### config.mk
export PLATFORM = sky130hd
export DESIGN_NAME = dma_irq_unit
export DESIGN_NICKNAME = d
export VERILOG_FILES = /design/src/hw/irq_pkg.sv /design/src/hw/dma_irq_unit.sv /design/src/hw/rx_chan_flow.sv /design/src/hw/stat_half_detect.sv
export SDC_FILE = /design/constraint.sdc
export NUM_CORES = 1
export LEC_CHECK = 0
export BUFFER_PORTS_ARGS = -buffer_cell sky130_fd_sc_hd__buf_2
export CAP_MARGIN = 30
export CORE_UTILIZATION = 50
export CTS_CLUSTER_SIZE = 25
export DETAILED_ROUTE_END_ITERATION = 8
export GPL_TIMING_DRIVEN = 0
export HOLD_SLACK_MARGIN = 0.05
export PLACE_DENSITY = 0.78
export SYNTH_ARGS = -nofsm -noshare
export SYNTH_HDL_FRONTEND = slang
export SYNTH_SLANG_ARGS = --single-unit
### constraint.sdc
create_clock -name clk -period 13.7 [get_ports clk]
set_input_delay 3.425 -clock clk [delete_from_list [all_inputs] [get_ports clk]]
set_output_delay 3.425 -clock clk [all_outputs]
set_load 0.02 [all_outputs]
### src/hw/irq_pkg.sv
// package: register map, field positions, reset values and widths
package irq_pkg;
   // word offsets (byte addresses) of the register map
   localparam logic [7:0] OFS_RX_RAW = 8'h00;
   localparam logic [7:0] OFS_RX_MASKED = 8'h04;
   localparam logic [7:0] OFS_RX_EN_SET = 8'h08;
   localparam logic [7:0] OFS_RX_EN_CLR = 8'h0c;
   localparam logic [7:0] OFS_MISC_RAW = 8'h10;
   localparam logic [7:0] OFS_MISC_MASKED = 8'h14;
   localparam logic [7:0] OFS_MISC_EN_SET = 8'h18;
   localparam logic [7:0] OFS_MISC_EN_CLR = 8'h1c;
   localparam logic [7:0] OFS_THRESH_BASE = 8'h40;
   localparam logic [7:0] OFS_FREE_BASE = 8'h60;
   // field positions
   localparam int LOW_BUF_LSB = 8;
   localparam int HOST_ERR_BIT = 1;
   localparam int HALF_FULL_BIT = 0;
   // widths
   localparam int THRESH_W = 8;
   localparam int FREE_W = 16;
   localparam int STAT_W = 32;
   // reset values
   localparam logic [15:0] RX_EN_RST = 16'h0000;
   localparam logic [1:0] MISC_EN_RST = 2'h0;
   localparam logic [7:0] THRESH_RST = 8'h00;
   localparam logic [15:0] FREE_RST = 16'h0000;
   // half-range level of a statistics counter
   localparam logic [31:0] STAT_HALF = 32'h8000_0000;
   // wishbone answer latency in cycles
   localparam int ACK_CYCLES = 1;
endpackage : irq_pkg

### src/hw/dma_irq_unit.sv
// interrupt masking and receive flow-threshold registers, wishbone slave
// Summary of operation
// - write one bit 8+ch enables low-buffer irq
// - write one bit ch enables packet irq
// - write one to clear register disables enables
// - raw bit 1 shows host error flag
// - raw bit 0 shows counter half-full flag
// - masked bits shown only when enabled
// - set bit 1 enables host error irq
// - set bit 0 enables counter irq
// - clear bits 1/0 disable those irqs
// - per-channel 8-bit threshold, resets zero
// - per-channel 16-bit free-buffer count
// - compare threshold against free count
// - write to free count adds value
// - free count wraps modulo 2^16 on overflow
// - each frame subtracts its consumed buffers
// - threshold and count per channel 0-7
// - raw rx: low flags 15:8, packet 7:0
// - half-full when any counter at/above 8000_0000h
//
// The implementer's own choices: the Wishbone interface to the registers and the address map.
module dma_irq_unit
   import irq_pkg::*;
#(
   parameter int NUM_CHAN = 8,
   parameter int NUM_STATS = 4
)
(
   // clock and reset
   input wire logic clk,
   input wire logic rst,
   // wishbone slave
   input wire logic wb_cyc_i,
   input wire logic wb_stb_i,
   input wire logic wb_we_i,
   input wire logic [7:0] wb_adr_i,
   input wire logic [3:0] wb_sel_i,
   input wire logic [31:0] wb_dat_i,
   output logic [31:0] wb_dat_o,
   output logic wb_ack_o,
   output logic wb_err_o,
   // receive port events
   input wire logic [NUM_CHAN-1:0] rx_chan_packet_flag,
   input wire logic [NUM_CHAN-1:0] rx_frame_done,
   input wire logic [NUM_CHAN*FREE_W-1:0] rx_frame_bufs,
   // host error and statistics
   input wire logic host_error_flag,
   input wire logic [NUM_STATS*STAT_W-1:0] stat_values,
   // interrupt state out
   output logic [2*NUM_CHAN-1:0] rx_irq_masked,
   output logic [1:0] misc_irq_masked
);
   // elaboration check: map holds eight channels
   if (NUM_CHAN < 1 || NUM_CHAN > 8) begin : g_bad_chan
      $error("NUM_CHAN must be 1 to 8");
   end
   if (NUM_STATS < 1) begin : g_bad_stats
      $error("NUM_STATS must be at least 1");
   end

   typedef struct packed {
      logic [2*NUM_CHAN-1:0] rx_en;
      logic [1:0] misc_en;
      logic [2*NUM_CHAN-1:0] rx_raw;
      logic [2*NUM_CHAN-1:0] rx_masked;
      logic [1:0] misc_raw;
      logic [1:0] misc_masked;
      logic [31:0] dat;
      logic ack;
      logic err;
   } top_s;

   top_s st_r;
   top_s st_nxt;

   logic [NUM_CHAN-1:0] thresh_we;
   logic [NUM_CHAN-1:0] free_we;
   logic [NUM_CHAN-1:0] low_flag;
   logic [THRESH_W-1:0] thresh [NUM_CHAN];
   logic [FREE_W-1:0] free_cnt [NUM_CHAN];
   logic half_full;
   logic req;
   logic wr_ok;

   // a new request: cycle and strobe high, not yet answered
   assign req = wb_cyc_i && wb_stb_i && !st_r.ack && !st_r.err;
   // word writes need all lanes so counters add a whole value
   assign wr_ok = req && wb_we_i && (wb_sel_i == 4'hf);

   // per-channel threshold and free-buffer logic
   for (genvar c = 0; c < NUM_CHAN; c++) begin : g_chan
      localparam logic [7:0] THR_ADR = OFS_THRESH_BASE + 8'(4 * c);
      localparam logic [7:0] FRE_ADR = OFS_FREE_BASE + 8'(4 * c);
      assign thresh_we[c] = wr_ok && (wb_adr_i == THR_ADR);
      assign free_we[c] = wr_ok && (wb_adr_i == FRE_ADR);
      rx_chan_flow u_chan (
         .clk(clk),
         .rst(rst),
         .thresh_we(thresh_we[c]),
         .free_we(free_we[c]),
         .wdata(wb_dat_i),
         .frame_done(rx_frame_done[c]),
         .frame_bufs(rx_frame_bufs[c*FREE_W +: FREE_W]),
         .thresh(thresh[c]),
         .free_cnt(free_cnt[c]),
         .low_flag(low_flag[c])
      );
   end

   // statistics half-range detector
   stat_half_detect #(
      .NUM_STATS(NUM_STATS)
   ) u_stat (
      .clk(clk),
      .rst(rst),
      .stat_values(stat_values),
      .half_full(half_full)
   );

   // next state: enables, status pipelines and bus answer
   always_comb begin
      logic [2*NUM_CHAN-1:0] wmask;
      logic [31:0] rd;
      logic hit;
      logic [7:0] idx;
      wmask = wb_dat_i[2*NUM_CHAN-1:0];
      rd = 32'h0000_0000;
      hit = 1'b1;
      idx = 8'h00;
      st_nxt = st_r;
      // set and clear enables by writing ones
      if (wr_ok && wb_adr_i == OFS_RX_EN_SET) begin
         st_nxt.rx_en = st_r.rx_en | wmask;
      end
      if (wr_ok && wb_adr_i == OFS_RX_EN_CLR) begin
         st_nxt.rx_en = st_r.rx_en & ~wmask;
      end
      if (wr_ok && wb_adr_i == OFS_MISC_EN_SET) begin
         st_nxt.misc_en = st_r.misc_en | wb_dat_i[1:0];
      end
      if (wr_ok && wb_adr_i == OFS_MISC_EN_CLR) begin
         st_nxt.misc_en = st_r.misc_en & ~wb_dat_i[1:0];
      end
      // raw status: low flags high half, packet flags low half
      st_nxt.rx_raw = {low_flag, rx_chan_packet_flag};
      st_nxt.misc_raw[HOST_ERR_BIT] = host_error_flag;
      st_nxt.misc_raw[HALF_FULL_BIT] = half_full;
      // masked status is raw gated by enable
      st_nxt.rx_masked = st_nxt.rx_raw & st_nxt.rx_en;
      st_nxt.misc_masked = st_nxt.misc_raw & st_nxt.misc_en;
      // read decode; reserved bits stay zero
      unique case (wb_adr_i)
         OFS_RX_RAW: rd[2*NUM_CHAN-1:0] = st_r.rx_raw;
         OFS_RX_MASKED: rd[2*NUM_CHAN-1:0] = st_r.rx_masked;
         OFS_RX_EN_SET, OFS_RX_EN_CLR: rd[2*NUM_CHAN-1:0] = st_r.rx_en;
         OFS_MISC_RAW: rd[1:0] = st_r.misc_raw;
         OFS_MISC_MASKED: rd[1:0] = st_r.misc_masked;
         OFS_MISC_EN_SET, OFS_MISC_EN_CLR: rd[1:0] = st_r.misc_en;
         default: begin
            hit = 1'b0;
            for (int c = 0; c < NUM_CHAN; c++) begin
               idx = 8'(c);
               if (wb_adr_i == OFS_THRESH_BASE + 8'(4 * idx)) begin
                  rd[THRESH_W-1:0] = thresh[c];
                  hit = 1'b1;
               end
               if (wb_adr_i == OFS_FREE_BASE + 8'(4 * idx)) begin
                  rd[FREE_W-1:0] = free_cnt[c];
                  hit = 1'b1;
               end
            end
         end
      endcase
      // one-cycle answer; unmapped or partial write gets err
      st_nxt.ack = req && hit && (!wb_we_i || wb_sel_i == 4'hf);
      st_nxt.err = req && !(hit && (!wb_we_i || wb_sel_i == 4'hf));
      st_nxt.dat = (req && !wb_we_i && hit) ? rd : 32'h0000_0000;
   end

   // state register
   always_ff @(posedge clk or posedge rst) begin
      if (rst) begin
         st_r <= '0;
         st_r.rx_en <= RX_EN_RST;
         st_r.misc_en <= MISC_EN_RST;
      end else begin
         st_r <= st_nxt;
      end
   end

   // outputs straight from flip-flops
   assign wb_dat_o = st_r.dat;
   assign wb_ack_o = st_r.ack;
   assign wb_err_o = st_r.err;
   assign rx_irq_masked = st_r.rx_masked;
   assign misc_irq_masked = st_r.misc_masked;
endmodule : dma_irq_unit

### src/hw/rx_chan_flow.sv
// one receive channel: threshold register, free-buffer counter, low flag
module rx_chan_flow
   import irq_pkg::*;
(
   // clock and reset
   input wire logic clk,
   input wire logic rst,
   // software writes
   input wire logic thresh_we,
   input wire logic free_we,
   input wire logic [31:0] wdata,
   // frame consumption from the port
   input wire logic frame_done,
   input wire logic [FREE_W-1:0] frame_bufs,
   // state
   output logic [THRESH_W-1:0] thresh,
   output logic [FREE_W-1:0] free_cnt,
   output logic low_flag
);
   typedef struct packed {
      logic [THRESH_W-1:0] thresh;
      logic [FREE_W-1:0] free_cnt;
      logic low_flag;
   } chan_s;

   chan_s st_r;
   chan_s st_nxt;

   // next state: plain threshold write, add on write, subtract per frame
   always_comb begin
      logic [FREE_W-1:0] add_v;
      logic [FREE_W-1:0] sub_v;
      add_v = free_we ? wdata[FREE_W-1:0] : '0;
      sub_v = frame_done ? frame_bufs : '0;
      st_nxt = st_r;
      if (thresh_we) begin
         st_nxt.thresh = wdata[THRESH_W-1:0];
      end
      // wraps modulo 2^16 on overflow
      st_nxt.free_cnt = st_r.free_cnt + add_v - sub_v;
      // low while count below threshold
      st_nxt.low_flag = {8'h00, st_nxt.thresh} > st_nxt.free_cnt;
   end

   // state register
   always_ff @(posedge clk or posedge rst) begin
      if (rst) begin
         st_r <= '{thresh: THRESH_RST, free_cnt: FREE_RST, low_flag: 1'b0};
      end else begin
         st_r <= st_nxt;
      end
   end

   assign thresh = st_r.thresh;
   assign free_cnt = st_r.free_cnt;
   assign low_flag = st_r.low_flag;
endmodule : rx_chan_flow

### src/hw/stat_half_detect.sv
// flags any statistics counter at or above half range
module stat_half_detect
   import irq_pkg::*;
#(
   parameter int NUM_STATS = 4
)
(
   // clock and reset
   input wire logic clk,
   input wire logic rst,
   // counter values, packed
   input wire logic [NUM_STATS*STAT_W-1:0] stat_values,
   // result
   output logic half_full
);
   typedef struct packed {
      logic half_full;
   } det_s;

   det_s st_r;
   det_s st_nxt;
   logic [NUM_STATS-1:0] hit;

   // per-counter compare
   for (genvar i = 0; i < NUM_STATS; i++) begin : g_cmp
      assign hit[i] = stat_values[i*STAT_W +: STAT_W] >= STAT_HALF;
   end

   always_comb begin
      st_nxt.half_full = |hit;
   end

   always_ff @(posedge clk or posedge rst) begin
      if (rst) begin
         st_r <= '0;
      end else begin
         st_r <= st_nxt;
      end
   end

   assign half_full = st_r.half_full;
endmodule : stat_half_detect

==> results of run 1 <==
## per-stage QoR
step                      TNS [ns]  total power (µW)  instances  util (%)  setup slack [ns]
after floorplan                  0              4039       2497         -             2.751
after global placement      -88.13              4769       3289     54.81           -0.3573
after detailed placement         0              4925       3307     55.52             3.825
after CTS                        0              5872       3365     58.04             4.278
after global routing             0              6433       3366     58.05             3.969
final                            0              5921       3373     58.09             4.218
## how the worst max path moves through the flow
stage / from / to / slack, ns / cells after the start
after floorplan: rst / g_chan[0].u_chan.free_cnt[0] / 2.75 / 1
after global placement: rst / g_chan[3].u_chan.free_cnt[9] / -0.36 / 2
after detailed placement: wb_stb_i / g_chan[2].u_chan.low_flag / 3.83 / 21
after CTS: wb_cyc_i / g_chan[2].u_chan.low_flag / 4.28 / 21
after global routing: wb_cyc_i / g_chan[2].u_chan.low_flag / 3.97 / 21
final: wb_cyc_i / g_chan[2].u_chan.low_flag / 4.22 / 21
## synthesized netlist by cell type (7+ instances only)
master / n / area share [%]
sky130_fd_sc_hd__and2_1: 155 / 4.3
sky130_fd_sc_hd__mux2_2: 66 / 3.3
sky130_fd_sc_hd__nand2b_1: 15 / 0.42
sky130_fd_sc_hd__nand4_1: 16 / 0.45
sky130_fd_sc_hd__or3_1: 7 / 0.19
sky130_fd_sc_hd__a21o_1: 44 / 1.5
sky130_fd_sc_hd__nand2_1: 216 / 3.6
sky130_fd_sc_hd__inv_1: 432 / 7.2
sky130_fd_sc_hd__ha_1: 192 / 11
sky130_fd_sc_hd__a22oi_1: 43 / 1.4
sky130_fd_sc_hd__mux2i_1: 23 / 1.0
sky130_fd_sc_hd__o221ai_1: 7 / 0.27
sky130_fd_sc_hd__buf_2: 7 / 0.16
sky130_fd_sc_hd__xnor2_1: 89 / 3.5
sky130_fd_sc_hd__nor2b_1: 14 / 0.39
sky130_fd_sc_hd__a221oi_1: 10 / 0.39
sky130_fd_sc_hd__a31oi_1: 30 / 0.83
sky130_fd_sc_hd__a21oi_1: 139 / 3.1
sky130_fd_sc_hd__o21ai_1: 20 / 0.45
sky130_fd_sc_hd__fa_1: 120 / 11
sky130_fd_sc_hd__nor3_2: 9 / 0.40
sky130_fd_sc_hd__o21bai_1: 14 / 0.47
sky130_fd_sc_hd__buf_1: 8 / 0.13
sky130_fd_sc_hd__a22o_1: 8 / 0.31
sky130_fd_sc_hd__a2111oi_0: 9 / 0.35
sky130_fd_sc_hd__buf_4: 50 / 1.7
sky130_fd_sc_hd__nor4_1: 13 / 0.36
sky130_fd_sc_hd__clkbuf_1: 51 / 0.85
sky130_fd_sc_hd__nor2_1: 94 / 1.6
sky130_fd_sc_hd__dfrtp_1: 273 / 30
sky130_fd_sc_hd__o211ai_1: 16 / 0.53
sky130_fd_sc_hd__o21ai_0: 58 / 1.3
sky130_fd_sc_hd__o22ai_1: 9 / 0.25
sky130_fd_sc_hd__xor2_1: 33 / 1.3
sky130_fd_sc_hd__nor3_1: 28 / 0.62
sky130_fd_sc_hd__a211oi_1: 15 / 0.50
sky130_fd_sc_hd__o21a_1: 24 / 0.80
sky130_fd_sc_hd__and3_1: 12 / 0.33
sky130_fd_sc_hd__nand3_1: 28 / 0.62
## layer usage
layer / vias up / global-route usage, % / part of all wire [%]
met4: 4 / 17.21 / 6.2
met5: - / 0 / 0.036
met3: 213 / 5.362 / 8.2
li1: 8731 / - / -
met1: 9292 / 39.71 / 40
met2: 898 / 51.47 / 46
## layout by cell type (no fill, tap or decap), types with 9 or more instances in the layout
cell and count:
sky130_fd_sc_hd__conb_1 16, sky130_fd_sc_hd__o21bai_1 14, sky130_fd_sc_hd__a22oi_1 43, sky130_fd_sc_hd__ha_1 192, sky130_fd_sc_hd__mux2i_1 23, sky130_fd_sc_hd__a31oi_1 30
sky130_fd_sc_hd__nor3_1 28, sky130_fd_sc_hd__o22ai_1 9, sky130_fd_sc_hd__nand2b_1 15, sky130_fd_sc_hd__o21ai_0 58, sky130_fd_sc_hd__a21o_1 44, sky130_fd_sc_hd__nand2_1 216
sky130_fd_sc_hd__buf_4 50, sky130_fd_sc_hd__o21ai_1 20, sky130_fd_sc_hd__buf_1 9, sky130_fd_sc_hd__nor4_1 13, sky130_fd_sc_hd__nand3_1 28, sky130_fd_sc_hd__a221oi_1 10
sky130_fd_sc_hd__and3_1 12, sky130_fd_sc_hd__nor2_1 94, sky130_fd_sc_hd__xnor2_1 89, sky130_fd_sc_hd__buf_8 12, sky130_fd_sc_hd__fa_1 120, sky130_fd_sc_hd__clkbuf_16 31
sky130_fd_sc_hd__mux2_2 66, sky130_fd_sc_hd__a21oi_1 139, sky130_fd_sc_hd__a211oi_1 15, sky130_fd_sc_hd__clkbuf_1 56, sky130_fd_sc_hd__xor2_1 33, sky130_fd_sc_hd__a2111oi_0 9
sky130_fd_sc_hd__dfrtp_1 273, sky130_fd_sc_hd__o21a_1 24, sky130_fd_sc_hd__inv_1 431, sky130_fd_sc_hd__nor3_2 9, sky130_fd_sc_hd__buf_2 207, sky130_fd_sc_hd__nor2b_1 14
sky130_fd_sc_hd__and2_1 155, sky130_fd_sc_hd__nand4_1 16, sky130_fd_sc_hd__o211ai_1 16
## kinds of logic after synthesis
family	Yosys count	share of synthesized area, %
AO/OA/AOI/OAI	492	14.39
XOR/XNOR	122	4.750
adder cells (fa/ha/maj)	312	21.36
buffers and inverters	550	10.05
flip-flops	273	30.37
multiplexers	89	4.327
other	1	0.01667
AND/OR/NAND/NOR	643	14.73
## area by class of cell
class	count	share of cell area, %
multi-input combinational	1674	52.28
sequential	273	26.54
timing repair buffer	218	5.074
clock buffer	44	3.514
tap	592	2.877
inverter	434	6.357
buffer	116	2.454
antenna	8	0.07776
clock inverter	14	0.8311
## sequential cells by signal (all words and copies together), names as in the netlist
signal / count
g_chan.u_chan.free_cnt: 128
g_chan.u_chan.low_flag: 8
g_chan.u_chan.thresh: 64
misc_irq_masked: 2
rx_irq_masked: 16
st_r: 36
u_stat.half_full: 1
wb_ack_o: 1
wb_dat_o: 16
wb_err_o: 1
## critical path, delay by kind of cell
| family | cells | cell delay (ns) |
|---|---|---|
| compound gates | 5 | 1.40 |
| buf+inv | 3 | 0.58 |
| xor+xnor | 1 | 0.16 |
| simple gates | 9 | 3.15 |
| fa+ha+maj | 3 | 1.15 |
## report_power, final
group          total [µW]  internal [µW]  leakage [µW]  switching (µW)
Combinational        3750           1530       0.00915            2220
Sequential           1250           1060       0.00348             194
Clock                 915            553      0.000542             362
Total                5920           3150        0.0132            2770
==> reports/results.env, run 1 <==
STATUS='finished, final reports clean'
SYNTH.FF_LATCH_COUNT=273
SYNTH_ENABLE_FLOP_CELLS=0
AREA_OF_THE_MULTI_INPUT_GATES_UM2=13460
WORSTPATHCELLLIST='buf_2 > nand2_1 > nor3_2 > nand3_1 > nor3_2 > clkbuf_1 > nand2_1 > fa_1 > inv_1 > ha_1 > o21a_1 > o31a_1 > o21ai_0 > nand2b_1 > xnor2_1 > ha_1 > nand3_1 > o21bai_1 > a2111oi_0 > nand4bb_1 > nor4b_1'
MIN_DELAY_WORST_ENDPOINT='st_r[63]'
FIRST_PASS_GRT_WIRE_LENGTH_UM=110400
TRACK_USAGE_PCT=31.46
WORST_SETUP_HOLD_PATH_CLK_SLEW_NS=0.06
R2R_SLACK_NS=6.74
CRIT_PATH_START_KIND='input pin'
NFILLCELLS=3871
CLOCK-SKEW-FINAL_NS=0.01617
YOSYS_WARNING_COUNT=0
WORST_PIN_SLEW_NS=1.054
CPPEAKSTAGEDELAY_NS=0.81
HOLD_PATH.STARTPOINT='g_chan[1].u_chan.low_flag'
SYNTH_AREA_PER_CELL_UM2=9.063
FF2FF_PATH_DEPTH=19
TOTAL_NUMBER_OF_H_TREE_LEVELS=1
SLEW_HEADROOM_PCT=27.91
ANT_NETS=0
DRTPASS1ITERATIONS=6
CTS_TREE='built'
PLACE.PORT_BUFFERS=200
PERIOD_SHARE_PCT=69.21
LEAKAGE_uW=0.01317
P_PER_AREA_nW_PER_UM2=230.0
TIMING.FINAL.HOLD_VIOLATIONS=0
FINALNETCOUNT=3382
CRIT_PATH_TOP_DELAY_CELL='sky130_fd_sc_hd__a2111oi_0'
POSTLAYOUTCELLAREA_UM2=25740
FLOORPLAN.DIE.HEIGHT_UM=214.1
CTS-RESIZED-GATES=0
ASYNC_RESET_FF_SHARE_PCT=100.0
PLACE.GP.CONGESTION=1.008
DIE_W_UM=214.1
MAXSLEWVIOLCOUNT=0
WL_PER_CELL_UM=21.36
ROW_COUNT=77
FINALSETUPVIOLCOUNT=0
SYNTH_AREA_UM2=22490
REGTOREGSTARTPOINT='wb_ack_o'
TIMING.CRITICAL_PATH.TO_TYPE='flip-flop'
FMAX_MHz=105.5
FF_LATCH_AREA_UM2=6832
GRT_ANTENNA_BEFORE_REPAIR=7
CLKLATENCYLATEPIN_NS=0.58
REGTOREGENDPOINT='g_chan[2].u_chan.low_flag'
WORST_EP_ARRIVAL_TIME_NS=9.87
CRITPATHMAXFANOUT=10
PLACED_AREA_UM2=24600
WORSTHOLDPATHCELLS=0
FIRST_GLOBAL_VIAS=19400
HOLDCRITPATHCLASS='flip-flop to flip-flop'
WORST-SETUP-PATH-TYPE='input pin to flip-flop'
VIASPERCELL=5.674
CTS_NUM_SINKS=273
YS.FLOP_TYPE='sky130_fd_sc_hd__dfrtp_1'
POST-ROUTE-DRC-COUNT=0
YOSYSUNIQUECELLTYPES=79
MIN_PERIOD_NS=9.482
WIRE_LENGTH_REPORTED_BY_THE_DETAILED_ROUTER_UM=72050
WHS_NS=0.3679
CTS_HOLD_REPAIR.BUFFERS=0
POST_SYNTHESIS_SEQUENTIAL_AREA_RATIO_PCT=30.37
CTSROOTBUFFERMASTER='sky130_fd_sc_hd__clkbuf_16'
FLOORPLAN.DIE_AREA_UM2=45840
SYNTHCELLS=2482
BOUNDARYPINS=374
CLK_PATH_BUF_DEPTH=3
VIAS=19140
START_UTIL_PCT=50.76
CORE-AREA_UM2=44320
DRV.MAX_CAP_VIOLATION_COUNT=0
CTS-BUFFERS-INSERTED=31
AREA_GROWTH_SYN_TO_LAYOUT_PCT=14.45
GRT_SETUP_UNREPAIRED='no'
DRT_ITER0_MARKERS=1803
DRIVE_GT1_SHARE_PCT=15.61
GRT_OVERFLOW_TOTAL=0
GRT_START_MAX_NET_PINS=101
POSTCTSSETUPBUFFERS=0
PEAKVDDDROP_mV=0.1271
HPWL_UM=57950
TIMING.CRITICAL_PATH.REQUIRED_NS=14.09
No activity file was read; power rests on OpenSTA's default activity.
==> run 2, diff against run 1 <==
--- a/config.mk
+++ b/config.mk
@@ -12,7 +12,7 @@
 export DETAILED_ROUTE_END_ITERATION = 8
 export GPL_TIMING_DRIVEN = 0
 export HOLD_SLACK_MARGIN = 0.05
-export PLACE_DENSITY = 0.78
+export PLACE_DENSITY = 0.81
 export SYNTH_ARGS = -nofsm -noshare
 export SYNTH_HDL_FRONTEND = slang
 export SYNTH_SLANG_ARGS = --single-unit
==> constraint.sdc (replaced) <==
create_clock -name clk -period 8.4 [get_ports clk]
set_input_delay 2.1 -clock clk [delete_from_list [all_inputs] [get_ports clk]]
set_output_delay 2.1 -clock clk [all_outputs]
set_load 0.02 [all_outputs]
==> run 2 against run 1 <==
Utilization is 0.16 points higher; wire length rose by 0.96%; clock power increased by 62%; register-to-register slack worse by 5.2 ns; final area rose by 0.28%; die area did not move; largest cell class unchanged; largest power group unchanged; highest routed layer unchanged.
==> reports/results.env, run 2 (synthesized netlist as in run 1, its figures left out) <==
PEAKVDDDROP_mV=0.1853  # +46%
GRT.MET2_USAGE_PCT=52.95  # +1.5 points
WORST_PIN_SLEW_NS=1.059  # +0.005043 ns
FINALSETUPVIOLCOUNT=0  # unchanged
FIRST_PASS_GRT_WIRE_LENGTH_UM=111200  # +0.70%
BOUNDARYPINS=374  # unchanged
LAYOUT_COMMON_CELLS='431 x sky130_fd_sc_hd__inv_1, 273 x sky130_fd_sc_hd__dfrtp_1, 216 x sky130_fd_sc_hd__nand2_1'
PERIOD_SHARE_PCT=96.33
GROUTE.LAYER.MET3.USAGE_PCT=5.759  # +0.40 points
GR-MAX-USAGE-LAYER='met2'
TRACK_USAGE_PCT=31.67  # +0.21 points
WORST_SETUP_HOLD_PATH_CLK_SLEW_NS=0.07  # about the same
PLACED_AREA_UM2=24670  # +0.28%
POWER.INTERNAL_uW=5123  # +63%
CLK_PATH_BUF_DEPTH=3  # unchanged
LEAKAGE_uW=0.01320  # +0.22%
FMAX_MHz=123.6
DRT_ITER0_MARKERS=1768  # -1.9%
CTS_TREE='built'
CTS-RESIZED-GATES=0  # unchanged
WL_PER_CELL_UM=21.56  # +0.93%
CRITPATHMAXFANOUT=10  # unchanged
TIMING.CRITICAL_PATH.REQUIRED_NS=8.78  # -5.31 ns
PLACE.PORT_BUFFERS=200  # unchanged
P_PER_AREA_nW_PER_UM2=374.8  # +63%
LARGEST_REGISTER_FFS=128  # unchanged
CTS_HOLD_REPAIR.BUFFERS=0  # unchanged
GRT_OVERFLOW_TOTAL=0  # unchanged
CRIT_PATH_START_KIND='input pin'
DRV.MAX_CAP_VIOLATION_COUNT=0  # unchanged
ROW_COUNT=77  # unchanged
WORST-SETUP-PATH-TYPE='input pin to flip-flop'
PWR-SHARE-SEQ_PCT=21.2  # about the same
ANT_NETS=0  # unchanged
CTS-BUFFERS-INSERTED=30  # -3.2%
WORST_EP_ARRIVAL_TIME_NS=8.47  # -1.40 ns
CTS_NUM_SINKS=273  # unchanged
DIE_W_UM=214.1  # unchanged
POST-ROUTE-DRC-COUNT=0  # unchanged
GRT_ANTENNA_BEFORE_REPAIR=6  # -1
CLOCK_POWER_SHARE_PCT=15.3  # -0.2 points
PLACE.GP.CONGESTION=0.9978  # -1.0%
NETSWITCHINGPOWER_uW=4554  # +64%
CLKLATENCYLATEPIN_NS=0.58  # about the same
FLOORPLAN.DIE_AREA_UM2=45840  # unchanged
FLOORPLAN.DIE.HEIGHT_UM=214.1  # unchanged
FIRST_GLOBAL_VIAS=19650  # +1.3%
DRTPASS1ITERATIONS=5  # -1
CORE-AREA_UM2=44320  # unchanged
MOST_COMMON_CELL_AFTER_LAYOUT_FILL_AND_TAPS_ASIDE='sky130_fd_sc_hd__inv_1'
WHS_NS=0.3727  # +0.004784 ns
MIN_PERIOD_NS=8.092
POWER_FRAC_COMB_PCT=63.5  # about the same
POWER_SWITCHING_SHARE_PCT=47.06  # +0.20 points
HOLDCRITPATHCLASS='flip-flop to flip-flop'
NFILLCELLS=3853  # -0.46%
CTSROOTBUFFERMASTER='sky130_fd_sc_hd__clkbuf_16'
POSTCTSSETUPBUFFERS=0  # unchanged
TOTAL_NUMBER_OF_H_TREE_LEVELS=1  # unchanged
DRIVE_GT1_SHARE_PCT=15.88  # +0.27 points
MAXSLEWVIOLCOUNT=0  # unchanged
CLOCK-SKEW-FINAL_NS=0.01772  # +0.001549 ns
AREA_GROWTH_SYN_TO_LAYOUT_PCT=14.76
USE_MET1_PCT=39.81  # +0.092 points
WIRE_LENGTH_REPORTED_BY_THE_DETAILED_ROUTER_UM=72740  # +0.96%
TIMING.CRITICAL_PATH.TO_TYPE='flip-flop'
R2R_SLACK_NS=1.52  # -5.22 ns
HPWL_UM=58390  # +0.75%
SLEW_HEADROOM_PCT=28.85  # +0.94 points
TIMING.FINAL.HOLD_VIOLATIONS=0  # unchanged
POSTLAYOUTCELLAREA_UM2=25810  # +0.28%
STATUS='finished, final reports clean'
VIAS=19280  # +0.76%
START_UTIL_PCT=50.76  # unchanged
FINALNETCOUNT=3387  # +0.15%
VIASPERCELL=5.715  # +0.73%
GRT_SETUP_UNREPAIRED='no'
GRT_START_MAX_NET_PINS=42  # -58%
## run 2: changes by cell type in the layout (fill, tap and decap cells not counted)
cell                         change
sky130_fd_sc_hd__buf_12          +7
sky130_fd_sc_hd__clkbuf_1        -4
sky130_fd_sc_hd__buf_16          -3
sky130_fd_sc_hd__clkinvlp_4      +3
sky130_fd_sc_hd__diode_2         -3
sky130_fd_sc_hd__clkbuf_8        +2
sky130_fd_sc_hd__clkinv_2        -2
sky130_fd_sc_hd__clkinv_4        +2
sky130_fd_sc_hd__inv_6           -2
sky130_fd_sc_hd__buf_6           +1
sky130_fd_sc_hd__buf_8           +1
sky130_fd_sc_hd__bufinv_16       -1
## run 2: final timing paths
path,from,to,cells after the start
max,wb_stb_i,g_chan[2].u_chan.low_flag,21
min,g_chan[1].u_chan.low_flag,st_r[63],0
max reg2reg,wb_ack_o,g_chan[2].u_chan.low_flag,19
min reg2reg,g_chan[1].u_chan.low_flag,st_r[63],0
max in group asynchronous,rst,g_chan[4].u_chan.free_cnt[11],5
min in group asynchronous,rst,wb_dat_o[6],2
## run 2: final cells by class
| type | instances | area [µm²] | area share (%) |
|---|---|---|---|
| Multi-Input combinational cell | 1674 | 13460 | 52.13 |
| Sequential cell | 273 | 6832 | 26.46 |
| Inverter | 434 | 1633 | 6.325 |
| Timing Repair Buffer | 224 | 1390 | 5.385 |
| Clock buffer | 42 | 917.1 | 3.553 |
| Tap cell | 592 | 740.7 | 2.869 |
| Buffer | 116 | 631.9 | 2.448 |
| Clock inverter | 14 | 200.2 | 0.7755 |
| Antenna cell | 5 | 12.51 | 0.04847 |
## run 2: metrics by stage
step	setup slack, ns	instances	util, %	TNS [ns]	total power [µW]
detailed placement	-0.1062	3312	55.67	-0.1062	8036
floorplan	1.788	2497	-	0	6588
CTS	0.4693	3368	58.20	0	9596
finish	0.3079	3374	58.25	0	9677
global placement	0.02440	3289	54.82	0	7779
global route	0.04894	3370	58.23	0	10490
## run 2: power groups by stage
stage	registers [µW]	logic (µW)	clock network, µW
after floorplan	1880	4710	0
after global placement	2050	5730	0
after detailed placement	2060	5980	0
after CTS	2040	6080	1480
after global routing	2060	6900	1540
final	2050	6150	1480
## run 2: per-layer routing
metal  wire length, µm  up-vias
li1                  -     8760
met2             34550      860
met4              3601        6
met1             28390     9463
met3              6127      194
met5                59        -
## run 2: critical path, stage by stage
cell	delay (ns)
sky130_fd_sc_hd__buf_2	0.08
sky130_fd_sc_hd__nand2_1	0.06
sky130_fd_sc_hd__nor3_2	0.38
sky130_fd_sc_hd__nand3_1	0.65
sky130_fd_sc_hd__nor3_2	0.79
sky130_fd_sc_hd__clkbuf_1	0.44
sky130_fd_sc_hd__nand2_1	0.14
sky130_fd_sc_hd__fa_1	0.52
sky130_fd_sc_hd__inv_1	0.05
sky130_fd_sc_hd__ha_1	0.33
sky130_fd_sc_hd__o21a_1	0.13
sky130_fd_sc_hd__o31a_1	0.14
sky130_fd_sc_hd__o21ai_0	0.17
sky130_fd_sc_hd__nand2b_1	0.09
sky130_fd_sc_hd__xnor2_1	0.15
sky130_fd_sc_hd__ha_1	0.31
sky130_fd_sc_hd__nand3_1	0.10
sky130_fd_sc_hd__o21bai_1	0.16
sky130_fd_sc_hd__a2111oi_0	0.67
sky130_fd_sc_hd__nand4bb_1	0.17
sky130_fd_sc_hd__nor4b_1	0.84
